[src/common/fwes_defines.svh]
// timing and command constants for the flash write/erase host sequencer
`ifndef FWES_DEFINES_SVH
`define FWES_DEFINES_SVH
`define FWES_CLK_NS 50
`define FWES_CYC(ns) (((ns) + `FWES_CLK_NS - 1) / `FWES_CLK_NS)
`define FWES_TWP_NS 50
`define FWES_TWPH_NS 20
`define FWES_TRC_NS 90
`define FWES_TWP_CYC `FWES_CYC(`FWES_TWP_NS)
`define FWES_TWPH_CYC `FWES_CYC(`FWES_TWPH_NS)
`define FWES_TRC_CYC `FWES_CYC(`FWES_TRC_NS)
`define FWES_CMD_READ_ARRAY 8'hff
`define FWES_CMD_READ_STATUS 8'h70
`define FWES_CMD_CLEAR_STATUS 8'h50
`define FWES_CMD_ERASE_SETUP 8'h20
`define FWES_CMD_CONFIRM 8'hd0
`define FWES_CMD_SUSPEND 8'hb0
`define FWES_CMD_PROG_SETUP 8'h40
`define FWES_BIT_VPP 3
`define FWES_BIT_PROG 4
`define FWES_BIT_ERASE 5
`define FWES_BIT_SUSP 6
`define FWES_BIT_READY 7
`define FWES_OP_PROGRAM 3'h0
`define FWES_OP_ERASE 3'h1
`define FWES_OP_SUSPEND 3'h2
`define FWES_OP_RESUME 3'h3
`define FWES_OP_CLEAR 3'h4
`define FWES_OP_READ 3'h5
`endif

[src/common/fwes_pkg.sv]
// types for the flash write/erase host sequencer
package fwes_pkg;
    typedef logic [18:0] fwes_addr_t;
    typedef logic [15:0] fwes_data_t;
    typedef struct packed {
        logic [2:0] op;
        fwes_addr_t addr;
        fwes_data_t data;
    } fwes_req_s;
    typedef struct packed {
        logic ce_n;
        logic we_n;
        logic oe_n;
        logic dq_oe;
        fwes_addr_t addr;
        fwes_data_t dq_out;
    } fwes_bus_s;
    typedef enum logic [3:0] {
        FWES_IDLE = 4'h0,
        FWES_WR_SETUP = 4'h1,
        FWES_WR_SECOND = 4'h2,
        FWES_POLL = 4'h3,
        FWES_CHECK = 4'h4,
        FWES_WR_ARRAY = 4'h5,
        FWES_READ = 4'h6,
        FWES_DONE = 4'h7
    } fwes_state_e;
endpackage

[src/hdl/fwes_host.sv]
// host sequencer driving an asynchronous boot-block flash over its parallel pins
`timescale 1ns/10ps
`default_nettype none
`include "fwes_defines.svh"
module fwes_host (
    input wire logic SYS_CLK,
    input wire logic SYS_RST,
    input wire logic REQ_VALID,
    output logic REQ_READY,
    input wire fwes_pkg::fwes_req_s REQ,
    output logic DONE,
    output logic REFUSED,
    output logic [7:0] STATUS,
    output logic [15:0] RDATA,
    output logic VPP_LOCK,
    output var fwes_pkg::fwes_bus_s BUS,
    input wire logic [15:0] DQ_IN
);
    import fwes_pkg::*;

    // protocol state
    fwes_state_e state_reg, state_next;
    fwes_req_s req_reg, req_next;
    logic [1:0] cnt_reg, cnt_next;
    logic phase_reg, phase_next, suspend_ok;
    logic lock_reg, lock_next;
    logic done_reg, done_next;
    logic refused_reg, refused_next;
    logic [7:0] status_reg, status_next;
    logic [15:0] rdata_reg, rdata_next;
    logic array_mode_reg, array_mode_next;
    fwes_bus_s bus_reg, bus_next;
    logic [15:0] dq_s1_reg, dq_s2_reg;

    // two-stage sampling of the asynchronous data pins
    always_ff @(posedge SYS_CLK or posedge SYS_RST) begin
        if (SYS_RST) begin
            dq_s1_reg <= 16'h0000;
            dq_s2_reg <= 16'h0000;
        end else begin
            dq_s1_reg <= DQ_IN;
            dq_s2_reg <= dq_s1_reg;
        end
    end

    // first command code of each operation
    function automatic logic [7:0] first_code(input logic [2:0] op);
        case (op)
            `FWES_OP_PROGRAM: first_code = `FWES_CMD_PROG_SETUP;
            `FWES_OP_ERASE: first_code = `FWES_CMD_ERASE_SETUP;
            `FWES_OP_SUSPEND: first_code = `FWES_CMD_SUSPEND;
            `FWES_OP_RESUME: first_code = `FWES_CMD_CONFIRM;
            `FWES_OP_CLEAR: first_code = `FWES_CMD_CLEAR_STATUS;
            default: first_code = `FWES_CMD_READ_ARRAY;
        endcase
    endfunction

    // one write pulse: low for the pulse time, then high for the recovery time
    function automatic fwes_bus_s wr_bus(input fwes_addr_t a, input logic [15:0] d,
                                         input logic low);
        fwes_bus_s b;
        b.ce_n = 1'b0;
        b.we_n = ~low;
        b.oe_n = 1'b1;
        b.dq_oe = 1'b1;
        b.addr = a;
        b.dq_out = d;
        return b;
    endfunction

    // a suspend request is also taken while a polled erase still reports busy
    assign suspend_ok = state_reg == FWES_CHECK && req_reg.op == `FWES_OP_ERASE
                        && !dq_s2_reg[`FWES_BIT_READY] && REQ.op == `FWES_OP_SUSPEND;
    assign REQ_READY = (state_reg == FWES_IDLE) || suspend_ok;

    // next-state logic
    always_comb begin
        state_next = state_reg;
        req_next = req_reg;
        cnt_next = cnt_reg;
        phase_next = phase_reg;
        lock_next = lock_reg;
        done_next = 1'b0;
        refused_next = 1'b0;
        status_next = status_reg;
        rdata_next = rdata_reg;
        array_mode_next = array_mode_reg;
        bus_next = '{ce_n: 1'b1, we_n: 1'b1, oe_n: 1'b1, dq_oe: 1'b0,
                     addr: bus_reg.addr, dq_out: bus_reg.dq_out};
        case (state_reg)
            FWES_IDLE: begin
                if (REQ_VALID) begin
                    req_next = REQ;
                    cnt_next = 2'h0;
                    phase_next = 1'b0;
                    if (lock_reg && (REQ.op == `FWES_OP_PROGRAM ||
                                     REQ.op == `FWES_OP_ERASE)) begin
                        refused_next = 1'b1;
                        done_next = 1'b1;
                    end else if (REQ.op == `FWES_OP_READ && array_mode_reg) begin
                        state_next = FWES_READ;
                    end else if (REQ.op == `FWES_OP_READ) begin
                        state_next = FWES_WR_ARRAY;
                    end else begin
                        state_next = FWES_WR_SETUP;
                    end
                end
            end
            FWES_WR_SETUP, FWES_WR_SECOND, FWES_WR_ARRAY: begin
                if (state_reg == FWES_WR_SECOND) begin
                    bus_next = wr_bus(req_reg.addr,
                        (req_reg.op == `FWES_OP_ERASE) ? {8'h00, `FWES_CMD_CONFIRM}
                                                       : req_reg.data, ~phase_reg);
                end else if (state_reg == FWES_WR_ARRAY) begin
                    bus_next = wr_bus(req_reg.addr, {8'h00, `FWES_CMD_READ_ARRAY}, ~phase_reg);
                end else begin
                    bus_next = wr_bus(req_reg.addr, {8'h00, first_code(req_reg.op)}, ~phase_reg);
                end
                cnt_next = cnt_reg + 2'h1;
                if (!phase_reg && cnt_reg == 2'(`FWES_TWP_CYC - 1)) begin
                    phase_next = 1'b1;
                    cnt_next = 2'h0;
                end else if (phase_reg && cnt_reg == 2'(`FWES_TWPH_CYC - 1)) begin
                    phase_next = 1'b0;
                    cnt_next = 2'h0;
                    if (state_reg == FWES_WR_ARRAY) begin
                        array_mode_next = 1'b1;
                        state_next = FWES_READ;
                    end else if (state_reg == FWES_WR_SECOND) begin
                        state_next = FWES_POLL;
                    end else begin
                        case (req_reg.op)
                            `FWES_OP_PROGRAM, `FWES_OP_ERASE: state_next = FWES_WR_SECOND;
                            `FWES_OP_SUSPEND, `FWES_OP_RESUME: state_next = FWES_POLL;
                            `FWES_OP_CLEAR: begin
                                status_next[`FWES_BIT_ERASE:`FWES_BIT_VPP] = 3'h0;
                                lock_next = 1'b0;
                                array_mode_next = 1'b0;
                                state_next = FWES_DONE;
                            end
                            default: begin
                                array_mode_next = 1'b1;
                                state_next = FWES_READ;
                            end
                        endcase
                    end
                end
            end
            FWES_POLL: begin
                array_mode_next = 1'b0;
                bus_next = '{ce_n: 1'b0, we_n: 1'b1, oe_n: 1'b0, dq_oe: 1'b0,
                             addr: req_reg.addr, dq_out: bus_reg.dq_out};
                cnt_next = cnt_reg + 2'h1;
                if (cnt_reg == 2'(`FWES_TRC_CYC + 1)) begin
                    cnt_next = 2'h0;
                    state_next = FWES_CHECK;
                end
            end
            FWES_CHECK: begin
                status_next = dq_s2_reg[7:0];
                if (dq_s2_reg[`FWES_BIT_READY]) begin
                    if (dq_s2_reg[`FWES_BIT_VPP]) begin
                        lock_next = 1'b1;
                    end
                    state_next = FWES_DONE;
                end else if (REQ_VALID && suspend_ok) begin
                    req_next = REQ;
                    state_next = FWES_WR_SETUP;
                end else begin
                    state_next = FWES_POLL;
                end
            end
            FWES_READ: begin
                bus_next = '{ce_n: 1'b0, we_n: 1'b1, oe_n: 1'b0, dq_oe: 1'b0,
                             addr: req_reg.addr, dq_out: bus_reg.dq_out};
                cnt_next = cnt_reg + 2'h1;
                if (cnt_reg == 2'(`FWES_TRC_CYC + 1)) begin
                    cnt_next = 2'h0;
                    rdata_next = dq_s2_reg;
                    state_next = FWES_DONE;
                end
            end
            FWES_DONE: begin
                done_next = 1'b1;
                state_next = FWES_IDLE;
            end
            default: state_next = FWES_IDLE;
        endcase
    end

    // state registers
    always_ff @(posedge SYS_CLK or posedge SYS_RST) begin
        if (SYS_RST) begin
            state_reg <= FWES_IDLE;
            req_reg <= '0;
            cnt_reg <= 2'h0;
            phase_reg <= 1'b0;
            lock_reg <= 1'b0;
            done_reg <= 1'b0;
            refused_reg <= 1'b0;
            status_reg <= 8'h80;
            rdata_reg <= 16'h0000;
            array_mode_reg <= 1'b1;
            bus_reg <= '{ce_n: 1'b1, we_n: 1'b1, oe_n: 1'b1, dq_oe: 1'b0,
                         addr: '0, dq_out: 16'h0000};
        end else begin
            state_reg <= state_next;
            req_reg <= req_next;
            cnt_reg <= cnt_next;
            phase_reg <= phase_next;
            lock_reg <= lock_next;
            done_reg <= done_next;
            refused_reg <= refused_next;
            status_reg <= status_next;
            rdata_reg <= rdata_next;
            array_mode_reg <= array_mode_next;
            bus_reg <= bus_next;
        end
    end

    assign DONE = done_reg;
    assign REFUSED = refused_reg;
    assign STATUS = status_reg;
    assign RDATA = rdata_reg;
    assign VPP_LOCK = lock_reg;
    assign BUS = bus_reg;
endmodule
`default_nettype wire

[config.mk]
export PLATFORM = sky130hd
export DESIGN_NAME = fwes_host
export DESIGN_NICKNAME = d
export VERILOG_FILES = /design/src/common/fwes_pkg.sv /design/src/hdl/fwes_host.sv
export VERILOG_INCLUDE_DIRS = /design/src /design/src/common
export SDC_FILE = /design/constraint.sdc
export NUM_CORES = 1
export LEC_CHECK = 0
export BUFFER_PORTS_ARGS = -buffer_cell sky130_fd_sc_hd__buf_2
export CORE_ASPECT_RATIO = 0.5
export CORE_UTILIZATION = 55
export CTS_CLUSTER_DIAMETER = 40
export CTS_CLUSTER_SIZE = 30
export DETAILED_ROUTE_END_ITERATION = 6
export GPL_TIMING_DRIVEN = 0
export PLACE_DENSITY = 0.79
export RECOVER_POWER = 25
export SYNTH_ARGS = -nofsm -noshare
export SYNTH_HDL_FRONTEND = slang
export SYNTH_SLANG_ARGS = --single-unit
export TNS_END_PERCENT = 100
[constraint.sdc]
create_clock -name SYS_CLK -period 11.1 [get_ports SYS_CLK]
set_clock_uncertainty 0.2 [all_clocks]
set_input_delay 2.22 -clock SYS_CLK [delete_from_list [all_inputs] [get_ports SYS_CLK]]
set_output_delay 2.22 -clock SYS_CLK [all_outputs]
set_load 0.01 [all_outputs]
==> flow_metrics.py <==
metrics = {
    "outcome": {
        "status": "finished clean",
    },
    "die": {
        "core-area_sq_um": 9570,
        "fp.dieH_um": 72.6,
        "ios": 124,
        "die_x_um": 143,
        "die_area_sq_um": 10400,
        "initial_core_util_pct": 57.3,
        "row_count": 25,
    },
    "place": {
        "numPlacedInstances": 627,
        "routabilityCongestion": 0.912,
        "io_buffers": 123,
        "place_hpwl_mm": 7.29,
    },
    "clock_tree": {
        "post_cts_buffers": 0,
        "insertion_delay_ns": 0.41,
        "cts_hold_buf": 0,
        "cts_buffers": 17,
        "cts.reportedPaths.clkPinSlew_ns": 0.06,
        "cts_tree": "yes",
        "h-tree-depth": 4,
        "clockBufferDepth": 2,
        "root_buffer": "clkbuf_16",
        "ctsResizeCount": 0,
        "cts.sink_count": 143,
    },
    "synth": {
        "synth_common_cells": "dfrtp_1, mux2_2, mux2_4",
        "synth.avg_cell_area_sq_um": 14.9,
        "yosysMostFrequentCell": "dfrtp_1",
        "synth_top_area_share_pct": 63.0,
        "synth-compound-area-share_pct": 7.94,
        "synth_xor_area_share_pct": 0,
        "synth_cells": 368,
        "synthAdderAreaFrac_pct": 0.456,
        "synth-seq-cells": 143,
        "netlist_area_sq_um": 5490,
        "ys_warn_count": 0,
        "synth_cell_type_count": 51,
        "yosysTopAreaCell": "dfrtp_1",
        "muxShareOfSynthArea_pct": 17.7,
        "synth_top_family_by_area": "multiplexers",
        "synthesis.nets": 427,
        "ys_seq_area_share_pct": 65.4,
        "synth_ff_type": "dfrtp_1",
        "synth.area.top_cells": "dfrtp_1, mux2_2, mux2_4",
        "yosys.area_share.simple_pct": 6.14,
        "synthArstFlopShare_pct": 100,
        "synth_enable_flop_cells": 0,
    },
    "worst_setup_path": {
        "cp_num_buf_inv": 2,
        "cp_max_fo": 4,
        "worstPathArrival_ns": 3.10,
        "crit_top_cell": "buf_2",
        "worstPathCellList": "buf_2 -> nor4b_2 -> nand2_1 -> a21oi_1 -> buf_2",
        "worst-setup-path-type": "in2out",
        "critPathMaxStageDelay_ns": 0.31,
        "start_kind": "primary input",
        "endpoint_kind": "primary output",
        "path_delay_family": "simple AND/OR/NAND/NOR gates",
        "crit_slowest_cell": "nor4b_2",
        "cp.required_ns": 8.68,
    },
    "sta": {
        "slew_headroom_pct": 51.8,
        "finalSetupTns_ns": 0,
        "max_freq_mhz": 181,
        "rsz0062_at_grt": "false",
        "hold_viol": 0,
        "timing.final.crit_share_pct": 49.7,
        "min_period_ns": 5.52,
        "worstMarginPinSlew_ns": 0.704,
        "setup_viol": 0,
        "finalMaxSlewViolations": 0,
    },
    "global_routing": {
        "grt-ovfl-total": 0,
        "grt_usage_pct": 22.4,
        "grt_pass1_vias": 3470,
        "grt_start_max_net_pins": 75,
        "antenna_found_initial": 0,
        "grt_first_pass_wirelength_mm": 17.2,
    },
    "finish": {
        "antenna_cells": 0,
        "nets": 570,
        "largest_reg_flops": 39,
        "syn2layout_area_growth_pct": 25.8,
        "fillers": 651,
        "drive_gt1_share_pct": 48.9,
        "fin_cells": 659,
    },
    "routing": {
        "drt_first_iter_violations": 190,
        "post-route-drc-count": 0,
        "wl_mm": 10.6,
        "firstDrtPassIters": 4,
        "postRouteAntennaNets": 0,
        "vias_per_cell": 5.25,
        "wl_per_cell_um": 16.1,
        "vias": 3462,
    },
    "power_and_ir_drop": {
        "power.density_nw_per_um2": 317,
        "leakagePower_nw": 3.32,
        "peakVddDrop_mv": 0.158,
    },
    "min_path": {
        "hp-class": "reg2reg",
    },
    "run": {
        "cap_violations": 0,
    },
}
cells by family (layout without fill, tap and decap cells):
| kind of cell | count (synthesis) | after routing |
|---|---|---|
| muxes | 80 | 80 |
| AOI/OAI and AO/OA | 58 | 58 |
| adders and majority gates | 2 | 2 |
| DFF | 143 | 143 |
| buffers and inverters | 26 | 182 |
| and+or+nand+nor | 59 | 59 |
power by group:
group          switching [mW]  internal [mW]  leakage (nW)
clock network           0.231          0.345         0.298
registers               0.110          0.731          1.71
logic                   0.379          0.392          1.32
through the flow:
step / hold slack [ns] / setup slack [ns] / utilization [%] / instance area (sq um) / power, mW
after global placement: 0.133 / 3.49 / 65.5 / 6270 / 1.59
after floorplan: 0.131 / 4.85 / - / 5490 / 1.38
after global routing: 0.159 / 5.53 / 72.1 / 6900 / 2.32
after detailed placement: 0.135 / 5.58 / 65.8 / 6300 / 1.62
after CTS: 0.149 / 5.57 / 72.2 / 6910 / 2.21
final: 0.147 / 5.58 / 72.1 / 6900 / 2.19
metal layers:
metal	track usage [%]	share of wire, %	up-vias	wire [um]
met3	8.73	7.3	8	777
li1	-	-	1615	-
met5	0	0	-	0
met1	29.2	45	1729	4750
met2	34.8	47	110	5010
met4	7.57	0.93	0	99
cells in the final DEF (no fill, tap or decap), types with 8 or more instances in the layout:
cell / count
nand2_1: 16
a22o_1: 9
nor2_1: 10
mux2_2: 58
buf_2: 123
mux2_4: 20
a21oi_1: 10
clkbuf_16: 17
dfrtp_1: 138
inv_6: 8
clkbuf_1: 14
worst register-to-register path: stages, from the launching register on:
cell and delay [ns]:
dfrtp_1 0.45, clkbuf_1 0.37, nor3b_1 0.58, nor2_1 0.24
clkbuf_1 0.30, o31ai_1 0.39
path summary, 6_finish.rpt:
check                               end  depth (start not counted)  slack, ns    startpoint
min in group asynchronous   req_reg[25]                          2       1.70       SYS_RST
min reg2reg                dq_s2_reg[0]                          0       0.15  dq_s1_reg[0]
max reg2reg                      BUS[4]                          5       8.45  state_reg[1]
max in group asynchronous       BUS[38]                          3       8.23       SYS_RST
max                           REQ_READY                          5       5.58       REQ[35]
min                        dq_s2_reg[0]                          0       0.15  dq_s1_reg[0]
area by class of cell:
type	count	area, sq um	share of cell area (%)
flip-flops and latches	143	3580	51.9
multi-input cells	199	1770	25.7
repair buffers	124	643	9.32
clock buffers	18	439	6.36
clock inverters	14	170	2.47
well taps	135	169	2.45
plain buffers	18	90.1	1.31
inverters	8	35.0	0.508
(Power assumes the default switching activity.)
